<file path="src/rtl/llc_consts.svh">
// timing counts and divisor presets for the line-locked clock core
`ifndef LLC_CONSTS_SVH
`define LLC_CONSTS_SVH
`define LLC_CLK_PERIOD_NS 40
`define LLC_SYNC_DELAY_NS 110
`define LLC_SYNC_DELAY_CYC ((`LLC_SYNC_DELAY_NS + `LLC_CLK_PERIOD_NS - 1) / `LLC_CLK_PERIOD_NS)
`define LLC_LOCK_ERR_NS 50
`define LLC_LOCK_ERR_CYC (((`LLC_LOCK_ERR_NS / `LLC_CLK_PERIOD_NS) < 1) ? 1 : (`LLC_LOCK_ERR_NS / `LLC_CLK_PERIOD_NS))
`define LLC_FAST_ERR_CYC 8
`define LLC_DIV_0 12'h6a6
`define LLC_DIV_1 12'h6c0
`define LLC_DIV_2 12'h760
`define LLC_DIV_3 12'h8de
`define LLC_DIV_4 12'h554
`define LLC_DIV_5 12'h6b4
`define LLC_DIV_6 12'h618
`define LLC_DIV_7 12'h71c
`endif

</file>
<file path="src/rtl/llc_pkg.sv">
// types shared by the line-locked clock core
package llc_pkg;
	typedef enum logic [1:0] {
		LLC_MODE_NORMAL = 2'h0,
		LLC_MODE_FAST = 2'h1,
		LLC_MODE_HOLD = 2'h2
	} llc_mode_t;
	typedef struct packed {
		logic up;
		logic down;
	} llc_pump_t;
	typedef enum logic [2:0] {
		LLC_PFD_IDLE = 3'b001,
		LLC_PFD_UP = 3'b010,
		LLC_PFD_DOWN = 3'b100
	} llc_pfd_state_t;
endpackage

</file>
<file path="src/rtl/llc_core.sv">
// line-locked clock divider with phase/frequency detector, modes and lock indicator
`timescale 1ns/1ps
`include "llc_consts.svh"
module llc_core #(
	parameter int DIV_W = 12,
	parameter int ERR_W = 16,
	parameter logic [11:0] DIV_TAB_0 = `LLC_DIV_0,
	parameter logic [11:0] DIV_TAB_1 = `LLC_DIV_1,
	parameter logic [11:0] DIV_TAB_2 = `LLC_DIV_2,
	parameter logic [11:0] DIV_TAB_3 = `LLC_DIV_3,
	parameter logic [11:0] DIV_TAB_4 = `LLC_DIV_4,
	parameter logic [11:0] DIV_TAB_5 = `LLC_DIV_5,
	parameter logic [11:0] DIV_TAB_6 = `LLC_DIV_6,
	parameter logic [11:0] DIV_TAB_7 = `LLC_DIV_7
) (
	input wire logic clk_i,
	input wire logic reset_i,
	input wire logic clk_en_i,
	input wire logic line_sync_n_i,
	input wire logic [2:0] divisor_code_i,
	input wire logic [1:0] mode_code_i,
	input wire logic div_source_internal_i,
	input wire logic divided_clock_port_i,
	output logic divided_clock_port_o,
	output logic divided_clock_port_oe_o,
	output logic pixel_clock_o,
	output llc_pkg::llc_pump_t pump_o,
	output logic pump_drive_o,
	output logic lock_indicator_o,
	output logic signed [ERR_W-1:0] phase_error_o
);
	import llc_pkg::*;

	localparam int DLY = `LLC_SYNC_DELAY_CYC;
	localparam int LOCK_CYC = `LLC_LOCK_ERR_CYC;
	localparam int FAST_CYC = `LLC_FAST_ERR_CYC;

	// =========================================================
	// elaboration checks
	// presets need twelve bits, and the signed error one bit more
	if (DIV_W < 12)
	begin : g_bad_div_w
		$error("llc_core: DIV_W below twelve cannot hold the preset divisors");
	end
	if (ERR_W < DIV_W + 1)
	begin : g_bad_err_w
		$error("llc_core: ERR_W must exceed DIV_W by at least one");
	end
	// the delay line shifts through at least two stages
	if (DLY < 2)
	begin : g_bad_dly
		$error("llc_core: sync delay shorter than two cycles");
	end
	if (FAST_CYC < 1)
	begin : g_bad_fast
		$error("llc_core: fast-lock threshold below one cycle");
	end
	if (LOCK_CYC < 1)
	begin : g_bad_lock
		$error("llc_core: lock window below one cycle");
	end
	// odd totals would lose a cycle when the count is halved
	if (DIV_TAB_0[0] || DIV_TAB_1[0] || DIV_TAB_2[0] || DIV_TAB_3[0]
		|| DIV_TAB_4[0] || DIV_TAB_5[0] || DIV_TAB_6[0] || DIV_TAB_7[0])
	begin : g_bad_tab
		$error("llc_core: preset divisors must be even");
	end

	// =========================================================
	// divisor lookup
	function automatic logic [DIV_W-1:0] div_lookup(input logic [2:0] code);
		logic [11:0] v;
		v = DIV_TAB_0;
		unique case (code)
			3'h0: v = DIV_TAB_0;
			3'h1: v = DIV_TAB_1;
			3'h2: v = DIV_TAB_2;
			3'h3: v = DIV_TAB_3;
			3'h4: v = DIV_TAB_4;
			3'h5: v = DIV_TAB_5;
			3'h6: v = DIV_TAB_6;
			3'h7: v = DIV_TAB_7;
		endcase
		return DIV_W'(v);
	endfunction

	// =========================================================
	// mode decode
	// code 3 has no level of its own and falls into hold
	llc_mode_t mode;
	always_ff @(posedge clk_i)
	begin
		if (reset_i)
			mode <= LLC_MODE_NORMAL;
		else if (clk_en_i)
		begin
			unique case (mode_code_i)
				2'h0: mode <= LLC_MODE_NORMAL;
				2'h1: mode <= LLC_MODE_FAST;
				default: mode <= LLC_MODE_HOLD;
			endcase
		end
	end

	// =========================================================
	// sync edge delay
	// reference is one clock wide, taken from the sampled falling edge
	logic sync_q;
	logic [DLY-1:0] sync_dly;
	logic sync_ref;
	always_ff @(posedge clk_i)
	begin
		if (reset_i)
		begin
			sync_q <= 1'b1;
			sync_dly <= '0;
		end
		else if (clk_en_i)
		begin
			sync_q <= line_sync_n_i;
			sync_dly <= {sync_dly[DLY-2+1-1:0], sync_q & ~line_sync_n_i};
		end
	end
	assign sync_ref = sync_dly[DLY-1];

	// =========================================================
	// pixel clock, halving and divide-by-n
	// total divisor includes halving, so the counter runs to half of it
	logic half_clk;
	logic [DIV_W-1:0] div_cnt;
	logic [DIV_W-1:0] div_half;
	logic int_div_clk;
	logic fast_reset;
	// pixel clock out is a register image; the real clock leaves the pad directly
	assign div_half = div_lookup(divisor_code_i) >> 1;
	assign pixel_clock_o = half_clk;
	always_ff @(posedge clk_i)
	begin
		if (reset_i)
			half_clk <= 1'b0;
		else if (clk_en_i)
			half_clk <= ~half_clk;
	end
	always_ff @(posedge clk_i)
	begin
		if (reset_i)
		begin
			div_cnt <= '0;
			int_div_clk <= 1'b0;
		end
		else if (clk_en_i)
		begin
			if (fast_reset)
			begin
				div_cnt <= '0;
				int_div_clk <= 1'b1;
			end
			else if (half_clk)
			begin
				if (div_cnt >= div_half - DIV_W'(1))
				begin
					div_cnt <= '0;
					int_div_clk <= 1'b1;
				end
				else
				begin
					div_cnt <= div_cnt + DIV_W'(1);
					if (div_cnt == (div_half >> 1))
						int_div_clk <= 1'b0;
				end
			end
		end
	end

	// =========================================================
	// divided clock source and rising edge
	logic div_src;
	logic div_q;
	logic div_rise;
	// external divider is taken as synchronous; no extra stages are spent on it
	assign divided_clock_port_oe_o = div_source_internal_i;
	assign divided_clock_port_o = int_div_clk & div_source_internal_i;
	assign div_src = div_source_internal_i ? int_div_clk : divided_clock_port_i;
	always_ff @(posedge clk_i)
	begin
		if (reset_i)
			div_q <= 1'b0;
		else if (clk_en_i)
			div_q <= div_src;
	end
	assign div_rise = div_src & ~div_q;

	// =========================================================
	// phase/frequency detector
	// classic tri-state detector: first edge arms, second edge clears
	llc_pfd_state_t pfd;
	logic [ERR_W-1:0] err_cnt;
	logic hold;
	assign hold = (mode == LLC_MODE_HOLD);
	assign fast_reset = (mode == LLC_MODE_FAST) && (pfd == LLC_PFD_DOWN) && sync_ref
		&& (err_cnt >= ERR_W'(FAST_CYC)) && div_source_internal_i;

	// a window closes on the edge that the other signal was waiting for
	logic up_close;
	logic down_close;
	logic next_up;
	logic next_down;
	assign up_close = !hold && (pfd == LLC_PFD_UP) && div_rise;
	assign down_close = !hold && (pfd == LLC_PFD_DOWN) && (sync_ref || fast_reset);
	// requests follow the detector's next state, so a one-cycle error still drives the pump
	always_comb
	begin
		next_up = 1'b0;
		next_down = 1'b0;
		if (!hold)
		begin
			unique case (pfd)
				LLC_PFD_IDLE:
				begin
					next_up = sync_ref && !div_rise;
					next_down = div_rise && !sync_ref;
				end
				LLC_PFD_UP:
					next_up = !div_rise;
				LLC_PFD_DOWN:
					next_down = !sync_ref && !fast_reset;
			endcase
		end
	end
	always_ff @(posedge clk_i)
	begin
		if (reset_i)
		begin
			pfd <= LLC_PFD_IDLE;
			err_cnt <= '0;
		end
		else if (clk_en_i)
		begin
			if (hold)
			begin
				pfd <= LLC_PFD_IDLE;
				err_cnt <= '0;
			end
			else
			begin
				unique case (pfd)
					LLC_PFD_IDLE:
					begin
						err_cnt <= '0;
						if (sync_ref && !div_rise)
							pfd <= LLC_PFD_UP;
						else if (div_rise && !sync_ref)
							pfd <= LLC_PFD_DOWN;
					end
					LLC_PFD_UP:
					begin
						err_cnt <= err_cnt + ERR_W'(1);
						if (div_rise)
							pfd <= LLC_PFD_IDLE;
					end
					LLC_PFD_DOWN:
					begin
						err_cnt <= err_cnt + ERR_W'(1);
						if (sync_ref || fast_reset)
							pfd <= LLC_PFD_IDLE;
					end
				endcase
			end
		end
	end

	// pump requests: up while divided clock lags, down while it leads
	always_ff @(posedge clk_i)
	begin
		if (reset_i)
		begin
			pump_o <= '0;
			pump_drive_o <= 1'b0;
		end
		else if (clk_en_i)
		begin
			pump_o.up <= next_up;
			pump_o.down <= next_down;
			// drive and requests share one source so they can never disagree
			pump_drive_o <= next_up || next_down;
		end
	end

	// =========================================================
	// signed error of last comparison and lock indicator
	// pulses on each comparison whose error reaches 50 ns; stays low when inside it
	always_ff @(posedge clk_i)
	begin
		if (reset_i)
		begin
			phase_error_o <= '0;
			lock_indicator_o <= 1'b0;
		end
		else if (clk_en_i)
		begin
			lock_indicator_o <= 1'b0;
			if (up_close)
			begin
				phase_error_o <= $signed(err_cnt + ERR_W'(1));
				lock_indicator_o <= (err_cnt + ERR_W'(1)) >= ERR_W'(LOCK_CYC + 1);
			end
			else if (down_close)
			begin
				phase_error_o <= -$signed(err_cnt + ERR_W'(1));
				lock_indicator_o <= (err_cnt + ERR_W'(1)) >= ERR_W'(LOCK_CYC + 1);
			end
			else if (!hold && pfd == LLC_PFD_IDLE && sync_ref && div_rise)
				phase_error_o <= '0;
		end
	end
endmodule

</file>
<file path="config.mk">
export PLATFORM = sky130hd
export DESIGN_NAME = llc_core
export DESIGN_NICKNAME = d
export VERILOG_FILES = /design/src/rtl/llc_pkg.sv /design/src/rtl/llc_core.sv
export VERILOG_INCLUDE_DIRS = /design/src /design/src/rtl
export SDC_FILE = /design/constraint.sdc
export NUM_CORES = 1
export LEC_CHECK = 0
export BUFFER_PORTS_ARGS = -buffer_cell sky130_fd_sc_hd__buf_2
export CORE_MARGIN = 1.5
export CORE_UTILIZATION = 55
export CTS_CLUSTER_DIAMETER = 100
export DETAILED_ROUTE_END_ITERATION = 7
export PLACE_DENSITY = 0.79
export SKIP_CTS_REPAIR_TIMING = 1
export SLEW_MARGIN = 10
export SYNTH_ARGS = -nofsm -noshare
export SYNTH_HDL_FRONTEND = slang
export SYNTH_SLANG_ARGS = --single-unit
</file>
<file path="constraint.sdc">
create_clock -name clk_i -period 3.3 [get_ports clk_i]
set_clock_uncertainty 0.2 [all_clocks]
set_input_delay 0.495 -clock clk_i [delete_from_list [all_inputs] [get_ports clk_i]]
set_output_delay 0.495 -clock clk_i [all_outputs]
set_load 0.05 [all_outputs]
</file>
Word-level counts from Yosys, hierarchy flattened
Memory sizes are Yosys's and may differ from the RTL's.
Index checks and enable logic that the tools add are counted.
{"block": "word_totals", "ff_bits": 60, "rom_bits": 88, "in_bits": 11, "output_inout_bits": 23, "wordCells": 93, "memories": 1}
{"name": "(name not given)", "depth": 8, "word_bits": 11, "read_ports": 1, "rd_clocked_by_memory_dff": 0, "write_ports": 0, "line_no": "llc_core.sv:74", "text": "unique case (code)"}
{"block": "classes", "add_sub_neg": 4, "order_cmp": 3, "eq_ne": 10, "mux": 26, "bitwise": 6, "n_reduce_logical": 29}
{"cell": "2-to-1 mux 16 bit", "n": 4}
{"cell": "2-to-1 mux 12 bit", "n": 3}
{"cell": "one-hot mux 16 bit (2 select lines)", "n": 1}
{"cell": "adder 16 x 1 -> 16 bit, second input constant", "n": 1}
{"cell": ">= comparator 16 x 2 -> 1 bit, second input constant", "n": 1}
{"cell": ">= comparator 16 x 4 -> 1 bit, second input constant", "n": 1}
{"cell": "negation 16 bit", "n": 1}
{"cell": "2-to-1 mux 3 bit", "n": 5}
{"cell": "logical AND 1 bit", "n": 14}
{"cell": "adder 12 x 1 -> 12 bit, second input constant", "n": 1}
{"cell": "equality test 12 x 10 -> 1 bit", "n": 1}
{"cell": ">= comparator 12 bit", "n": 1}
{"cell": "subtractor 11 x 1 -> 12 bit, second input constant", "n": 1}
{"cell": "2-to-1 mux 1 bit", "n": 9}
{"cell": "one-hot mux 3 bit (3 select lines)", "n": 1}
{"cell": "nonzero test 3 bit", "n": 2}
{"cell": "equality test 2 x 1 -> 1 bit, second input constant", "n": 2}
{"cell": "zero test 1 bit", "n": 4}
{"cell": "!= test 4 bit, second input constant", "n": 1}
{"cell": "one-hot mux 1 bit (2 select lines)", "n": 2}
{"cell": "one-hot mux 2 bit (2 select lines)", "n": 1}
{"cell": "AND reduction 2 bit", "n": 2}
{"cell": "AND reduction 4 bit", "n": 1}
{"cell": "bitwise AND 1 bit", "n": 3}
{"cell": "other kinds (12)", "n": 15}

Logic depth before layout (Yosys ltp)
Gate-level depths: netlist of run 1.
{"block": "depth", "ltp_word": 10, "ltp_mapped": 15}

Least setup slack after synthesis of run 1
OpenSTA, ideal clock, no wires.
{"block": "synth_timing", "path_kind": "input-to-reg", "startpoint": "in divisor_code_i[2]", "endpoint": "reg int_div_clk", "setup_ns": 0.132, "arrival_time_ns": 3.010, "required_ns": 2.968, "slack_ns": -0.043, "path_stages": 12, "path_buffers": 2, "path_cell_list": "clkbuf_1 clkbuf_1 or2_2 ha_1 xor2_1 ha_1 a211o_1 a31oi_1 o221ai_1 a21o_1 o41ai_1 a21oi_1"}
{"block": "synth_between", "elab_chain_cells": 6, "elab_cells_between_ends": 9, "classes_between": "add/sub (1); order compare (1); eq/ne (1); mux (3); reduce/logical (2); memory (1)"}
{"element": "start: declaration", "line_no": "llc_core.sv:20", "text": "input wire logic [2:0] divisor_code_i,"}
{"element": "memory (8 x 11 bit) *"}
{"element": "subtractor 11 x 1 -> 12 bit", "line_no": "llc_core.sv:160", "text": "if (div_cnt >= div_half - DIV_W'(1))"}
{"element": ">= comparator 12 bit", "line_no": "llc_core.sv:160"}
{"element": "2-to-1 mux 1 bit", "line_no": "llc_core.sv:160"}
{"element": "2-to-1 mux 1 bit", "line_no": "llc_core.sv:158", "text": "else if (half_clk)"}
{"element": "2-to-1 mux 1 bit", "line_no": "llc_core.sv:153", "text": "if (fast_reset)"}
{"element": "end signal: assignment", "line_no": "llc_core.sv:156", "text": "int_div_clk <= 1'b1;"}
{"element": "end signal: assignment", "line_no": "llc_core.sv:163", "text": "int_div_clk <= 1'b1;"}
{"element": "end signal: assignment", "line_no": "llc_core.sv:169", "text": "int_div_clk <= 1'b0;"}
{"element": "end: declaration", "line_no": "llc_core.sv:132", "text": "logic int_div_clk;"}
Every way passes the cells marked *; elsewhere a longest branch is shown, timed or not. The select of a mux whose other input is x is not followed.
A chain may end at the register's enable or synchronous reset.

Final worst setup path of run 1
{"block": "layout_timing", "startpoint": "in divisor_code_i[0]", "endpoint": "reg div_cnt[2]"}
{"block": "layout_between", "elab_chain_cells": 6}
{"element": "memory (8 x 11 bit)"}
{"element": "subtractor 11 x 1 -> 12 bit", "line_no": "llc_core.sv:160"}
{"element": ">= comparator 12 bit", "line_no": "llc_core.sv:160"}
{"element": "2-to-1 mux 12 bit", "line_no": "llc_core.sv:160"}
{"element": "2-to-1 mux 12 bit", "line_no": "llc_core.sv:158"}
{"element": "2-to-1 mux 12 bit", "line_no": "llc_core.sv:153"}
{"element": "end signal: assignment", "line_no": "llc_core.sv:167", "text": "div_cnt <= div_cnt + DIV_W'(1);"}
{"element": "end: declaration", "line_no": "llc_core.sv:130", "text": "logic [DIV_W-1:0] div_cnt;"}
No other way between the ends. The select of a mux whose other input is x is not followed.

==> summary.txt, run 1 <==
Outcome
  – Result of the run: finished clean

Setup path
  – Sort of element at the start of the critical path: primary input
  – Class of the most critical setup path: primary input to register
  – Reg-to-reg critical path startpoint: err_cnt[1]
  – Critical Path Sink Type: register
  – Register-to-register setup slack: 520 ps
  – End of the worst register-to-register path: lock_indicator_o
  – Ordered list of cells on the worst path: buf_2, inv_1, ha_1, mux2_2, ha_1, xor2_1, ha_1, a211o_1, a31oi_2, o221ai_2, buf_4, a21oi_1, nand4b_1, a21oi_1
  – Data arrival, critical path: ~3300 ps
  – Logic depth of the worst register-to-register path: 8
  – Most prevalent standard cell on the critical path: ha_1
  – Capturing instance or port of the critical path: div_cnt[2]
  – Maximum net fanout on the critical path: 3
  – Peak per-stage delay on the critical path: 320 ps
  – Launch point of the worst path: divisor_code_i[0]
  – Standard cell with the maximum stage delay on the critical path: ha_1
  – CP Data Required Time: between 3000 and 4000 ps

Floorplanning
  – Floorplan die width: ~92 um
  – Die ar.: about 8500 sq um
  – I/O pin cnt: 34
  – Standard cell core area: 7727 sq um
  – Die Ht: between 90 and 100 um
  – Placement row count: 32
  – Initial Util: between 50 and 60%

Detailed routing
  – Detail Route Antenna Nets: 0
  – Vias: ~4300
  – Starting DRT DRC Count: 236
  – Number of vias per cell after detailed routing: roughly 6.2
  – DRC errors left: 0
  – Wire length per cell after detailed routing: about 16 um
  – Total routed wirelength: about 11000 um
  – Detailed-routing iteration count for the pre-antenna-repair pass: 4

STA
  – Fin crit share: between 90% and 100%
  – Post-layout min period: about 3200 ps
  – Final count of pins violating max slew: 0
  – Final sum of negative setup slack: 0 ps
  – Headroom to the max-slew limit: between 50 and 60%
  – Count of endpoints failing hold in the final timing report: 0
  – Transition time at the pin with the least slew margin: around 740 ps
  – Max Freq: approximately 300 MHz
  – Number of failing setup endpoints in the final timing report: 0
  – Setup repair after global routing missed its margin: true

Placement
  – Detailed placer's ending HPWL: ~8000 um
  – # placed instances: ~680
  – Count of input and output buffers: 33
  – GPL Wtd Cong: a little over 0.9

Logic synthesis
  – Async SR Flop Fraction: 0%
  – Number of standard cells after synthesis: around 550
  – Mapped cell area: around 4400 sq um
  – Synthesized Nets: approximately 600
  – Post-synth EDFFs: 0
  – Mean Syn Cell Area: around 7.9 sq um
  – Area fraction of the dominant cell type after synthesis: between 20% and 30%
  – Dominant register cell in the synthesized netlist: dfxtp_1
  – Number of warnings reported in the yosys synthesis log: 0
  – Post-synthesis cell type with the largest combined area: dfxtp_1
  – Post-synthesis sequential element count: 60
  – Sequential cell area fraction in the yosys report: a little over a quarter
  – Count of unique library cells instantiated by Yosys: 78
  – Synth area leaders: dfxtp_1, ha_1, xnor2_1

GRT
  – Leftover overflow at the end of global routing: 0
  – First-pass GRT wire length: 18800 um
  – Vias in the first global route: between 4000 and 5000
  – Number of antenna violations at the first check in global routing: 0
  – Pin count of the biggest net entering global routing: around 50
  – Global-route total usage across every layer: between 20% and 30%

Finish
  – Synth-to-Final Area Change: 11.12%
  – Layout Nets: 618
  – Final antenna diode count: 0
  – Fraction of final layout cells sized beyond drive strength 1: a little under a fifth
  – Number of fill cells: between 600 and 700
  – Non-Filler Instances: just under 700
  – Utilization of the core after routing: 63.24%

Clock network
  – Clock Pin Slew Worst Setup and Hold Paths: approximately 60 ps
  – Root buffer selected by CTS: clkbuf_8
  – Clock insertion delay at the later pin of the skew report: about 340 ps
  – Longest Clk Path Bufs: 2
  – TritonCTS Sinks: 60
  – CTS HTree Levels: 3
  – Clock tree from TritonCTS: done
  – Number of clock buffers inserted by TritonCTS: 9

Run
  – Number of maximum-capacitance violations: 0

Worst hold path
  – Worst min-delay path class: primary input to register

Power and ir drop
  – Areal power density over the cells: roughly 310 nW/um^2
  – Peak supply drop: 393.4 uV
  – Leakage power summed over all cells: about 0.0020 uW
-- report_power, final --
part	total [uW]	internal, uW	switching [uW]
Combinational	223	93.8	129
Sequential	759	737	22.4
Clock	556	280	276
-- cells in the mapped netlist, drive strengths merged, types with 4 or more instances --
cell and n:
nand2b 8, xor2 15, mux2 4, and2 5, ha 22, or2 4, nor3 19, dfxtp 60
o21ai 29, nor2b 9, mux2i 13, and4 5, nor4 18, or3 7, nand2 47, buf 16
nand3 15, a22oi 11, and3 6, nor3b 4, a21oi 34, nand4 12, xnor2 30, nor2 59
inv 8, clkbuf 29, a31oi 5
-- worst min path at each step --
stage	startpoint	to	depth (start not counted)
final	line_sync_n_i	sync_q	2
after floorplan	sync_dly[0]	sync_dly[0]	2
after global placement	phase_error_o[9]	phase_error_o[9]	2
after CTS	line_sync_n_i	sync_q	2
after detailed placement	phase_error_o[10]	phase_error_o[10]	2
after global routing	line_sync_n_i	sync_q	2
-- final cells by class --
type                    count  area [sq um]  share of cell area [%]
clock inverters             3         15.01                  0.3072
well taps                 102         127.6                   2.611
clock buffers              11         141.4                   2.893
multi-input cells         441          2967                   60.70
flip-flops and latches     60          1201                   24.58
repair buffers             65         405.4                   8.295
inverters                   8         30.03                  0.6144
-- per-layer routing --
layer,global-route usage (%),wire (um),up-vias
met2,46.08,5437,159
met1,33.99,4842,2034
met4,9.231,223,0
li1,-,-,2069
met5,0,0,-
met3,5.255,686,25
-- kinds of logic after synthesis --
| family | Yosys count | synth area share [%] |
|---|---|---|
| compound gates | 120 | 17.95 |
| xor+xnor | 45 | 8.962 |
| simple gates | 236 | 29.30 |
| other cells | 1 | 0.08527 |
| buf+inv | 53 | 6.060 |
| flops | 60 | 27.31 |
| fa+ha+maj | 22 | 6.259 |
| mux | 17 | 4.068 |
-- metrics by stage --
| stage | hold WS, ps | worst slack, ps | area [sq um] | power [uW] |
|---|---|---|---|---|
| final | 181.2 | 64.50 | 4887 | 1538 |
| after global routing | 186.5 | -63.07 | 4887 | 1594 |
| after CTS | 185.1 | -22.64 | 4857 | 1531 |
| after detailed placement | 240.8 | -368.4 | 4701 | 985.6 |
| after global placement | 231.3 | -175.2 | 4701 | 973.6 |
| after floorplan | 258.3 | -20.26 | 4407 | 921.6 |
-- cell usage in the layout (no fill, tap or decap), types with 16 or more instances in the layout --
cell type	instances
buf_2	33
ha_1	22
nand2_1	46
o21ai_0	29
nor3_1	19
xnor2_1	30
dfxtp_1	60
nor4_1	16
a21oi_1	34
buf_4	32
nor2_1	58
-- registers in the layout (all words and copies together), names as in the netlist --
register	cells
div_cnt	12
div_q	1
err_cnt	16
int_div_clk	1
lock_indicator_o	1
mode	2
pfd	3
phase_error_o	16
pixel_clock_o	1
pump_drive_o	1
pump_o	2
sync_dly	3
sync_q	1
-- worst max-delay path: cells and delay by family --
family | cells | cell delay [ps]
adder cells (fa/ha/maj) | 3 | 880
XOR/XNOR | 1 | 170
buffers and inverters | 3 | 290
AND/OR/NAND/NOR | 1 | 130
AO/OA/AOI/OAI | 5 | 1020
multiplexers | 1 | 310
(Power assumes the default switching activity.)
==> run 2, diff against run 1 <==
--- a/config.mk
+++ b/config.mk
@@ -6,6 +6,7 @@
 export SDC_FILE = /design/constraint.sdc
 export NUM_CORES = 1
 export LEC_CHECK = 0
+export ABC_AREA = 1
 export BUFFER_PORTS_ARGS = -buffer_cell sky130_fd_sc_hd__buf_2
 export CORE_MARGIN = 1.5
 export CORE_UTILIZATION = 55
==> summary.txt, run 2 <==
Placement
  – Count of input and output buffers: 33
  – GPL Wtd Cong: roughly 0.89
  – Detailed placer's ending HPWL: ~7100 um
  – Dpl ws: -19.37 ps

Setup path
  – Standard cell with the maximum stage delay on the critical path: ha_1
  – Data arrival, critical path: between 3000 and 4000 ps
  – End of the worst register-to-register path: phase_error_o[15]
  – Most prevalent standard cell on the critical path: nand2_1
  – Peak per-stage delay on the critical path: around 280 ps
  – Logic depth of the worst register-to-register path: 14
  – Sort of element at the start of the critical path: primary input
  – Reg-to-reg critical path startpoint: err_cnt[0]
  – CP Data Required Time: around 3400 ps
  – Class of the most critical setup path: primary input to register
  – Critical Path Sink Type: register
  – Register-to-register setup slack: a little under 1000 ps
  – Maximum net fanout on the critical path: 11
  – Ordered list of cells on the worst path: buf_2, inv_1, ha_1, inv_1, nand2_1, o21ai_0, inv_1, ha_1, nand3_1, xor2_1, ha_1, nand2_1, inv_1, o21ai_0, nand2_1, a21oi_1, nand2_1, a21oi_1, nand2_1, nand2_1, nand2_1, buf_12, nor3_1

Finish
  – Final antenna diode count: 0
  – Total area of multi-input combinational cells: 2476 sq um
  – Total area of sequential cells: 1201 sq um
  – Leading registers by flop count: err_cnt x16, phase_error_o x16, div_cnt x12
  – Most used cells in the layout excluding fill and tap cells: nand2_1, inv_1, dfxtp_1
  – Most frequent standard cell in the layout excluding fill and tap cells: nand2_1
  – Layout Nets: 696
  – Number of fill cells: about 700
  – Synth-to-Final Area Change: 12.37%
  – Fraction of final layout cells sized beyond drive strength 1: about 16%

Logic synthesis
  – Count of unique library cells instantiated by Yosys: 40
  – Area fraction of the dominant cell type after synthesis: between 20% and 30%
  – Post-synth EDFFs: 0
  – Library cell with the highest instance count after synthesis: nand2_1
  – Post-synthesis sequential element count: 60
  – Synthesized Nets: around 660
  – Synth area leaders: dfxtp_1, nand2_1, inv_1
  – Async SR Flop Fraction: 0%
  – Post-synthesis cell type with the largest combined area: dfxtp_1
  – Mapped cell area: just over 4000 sq um
  – Number of warnings reported in the yosys synthesis log: 0
  – Most numerous cell types in the synthesized netlist: nand2_1, inv_1, dfxtp_1
  – Sequential cell area fraction in the yosys report: slightly below 30%
  – Number of standard cells after synthesis: ~630
  – Dominant register cell in the synthesized netlist: dfxtp_1
  – Mean Syn Cell Area: ~6.5 sq um

STA
  – Headroom to the max-slew limit: 64.30%
  – Count of endpoints failing hold in the final timing report: 0
  – Max Freq: around 330 MHz
  – Setup repair after global routing missed its margin: false
  – Post-route setup slack: between 200 and 300 ps
  – Post-layout min period: about 3000 ps
  – Number of failing setup endpoints in the final timing report: 0
  – Transition time at the pin with the least slew margin: around 530 ps
  – Final count of pins violating max slew: 0
  – Fin crit share: between 90% and 100%
  – Final sum of negative setup slack: 0 ps

Detailed routing
  – Detail Route Antenna Nets: 0
  – DRC errors left: 0
  – Starting DRT DRC Count: roughly 190
  – Detailed-routing iteration count for the pre-antenna-repair pass: 4
  – Vias: about 4000
  – Wire length per cell after detailed routing: between 10 and 15 um
  – Total routed wirelength: between 9000 and 10000 um
  – Number of vias per cell after detailed routing: 5.228

Clock network
  – Root buffer selected by CTS: clkbuf_8
  – Clock insertion delay at the later pin of the skew report: ~340 ps
  – Number of clock buffers inserted by TritonCTS: 9
  – CTS HTree Levels: 3
  – TritonCTS Sinks: 60
  – Longest Clk Path Bufs: 2
  – Clock Pin Slew Worst Setup and Hold Paths: about 70 ps
  – Clock tree from TritonCTS: done

GRT
  – Global-route total usage across every layer: around a quarter
  – Pin count of the biggest net entering global routing: 43
  – First-pass GRT wire length: roughly 16000 um
  – Leftover overflow at the end of global routing: 0
  – Number of antenna violations at the first check in global routing: 0
  – Vias in the first global route: 3696

Floorplanning
  – Floorplan die width: 89.08 um
  – Placement row count: 31
  – Standard cell core area: roughly 7200 sq um
  – Die Ht: around 90 um
  – I/O pin cnt: 34
  – Initial Util: between 50 and 60%
  – Die ar.: 7934 sq um

Worst hold path
  – Start point of the worst hold path: mode_code_i[1]
  – Hold Path Sink: mode[1]
  – Worst min-delay path class: primary input to register
  – Number of cells on the worst hold path: 3

Power and ir drop
  – Total power consumption of the routed design: about 1600 uW
  – Areal power density over the cells: around 350 nW/um^2
  – Peak supply drop: roughly 230 uV
  – Leakage power summed over all cells: between 0.002 and 0.0025 uW

Run
  – Number of maximum-capacitance violations: 0

Outcome
  – Result of the run: finished clean
## run 2: cell count changes in the layout (fill, tap and decap cells not counted), moves of 11 or more
cell	before	now
a22oi_1	11	0
nand3_1	15	43
nand2_2	1	15
a21oi_1	34	55
buf_4	32	10
mux2i_1	13	0
nor2_1	58	43
xnor2_1	30	1
inv_1	8	76
nor4_1	16	3
nand2_1	46	174
## run 2: critical path, delay by kind of cell
kind | cells | cell delay, ps
AOI/OAI and AO/OA | 4 | 540
buffers and inverters | 6 | 520
xor gates and xnor gates | 1 | 160
adders and majority gates | 3 | 630
and+or+nand+nor | 9 | 720
## run 2: how the worst max path moves through the flow
stage | start | endpoint | slack (ps) | depth (start not counted)
after global routing | divisor_code_i[1] | div_cnt[2] | 2 | 23
after floorplan | divisor_code_i[1] | div_cnt[5] | 310 | 22
after global placement | divisor_code_i[1] | div_cnt[5] | 110 | 23
final | divisor_code_i[1] | div_cnt[2] | 290 | 23
after CTS | divisor_code_i[1] | div_cnt[2] | 320 | 23
after detailed placement | divisor_code_i[1] | div_cnt[2] | -20 | 23
## run 2: where the power goes
group / switching (uW) / internal (uW) / total (uW)
combinational: 124 / 65.1 / 189
sequential: 10.2 / 737 / 748
clock: 316 / 352 / 669
## run 2: metrics by stage
stage,hold WS (ps),instance area [sq um],std cells,utilization [%]
after CTS,204.1,4579,767,63.48
final,215.8,4579,767,63.48
after global routing,211.9,4579,767,63.48
after detailed placement,253.8,4380,751,60.72
after floorplan,245.3,4075,625,-
after global placement,248.3,4380,751,60.72
## run 2: layer usage
metal | vias to the layer above | GRT usage (%) | part of all wire [%]
li1 | 2090 | - | -
met5 | - | 0 | 0
met2 | 99 | 44.49 | 48
met4 | 0 | 8.671 | 1.8
met3 | 20 | 4.986 | 4.7
met1 | 1801 | 30.48 | 45
## run 2: kinds of logic (layout without fill, tap and decap cells)
kind of cell	after synthesis	count (layout)	synth area share, %
compound gates	94	94	12.65
other cells	1	1	0.09202
buf+inv	102	145	9.763
simple gates	329	329	37.61
flops	60	60	29.47
fa+ha+maj	22	22	6.755
xor+xnor	17	17	3.654
## run 2: area by class of cell
| class | instances | area share [%] |
|---|---|---|
| clock inverters | 7 | 1.639 |
| clock buffers | 9 | 2.705 |
| multi-input cells | 463 | 54.07 |
| flip-flops and latches | 60 | 26.23 |
| inverters | 85 | 6.967 |
| well taps | 99 | 2.705 |
| repair buffers | 44 | 5.683 |
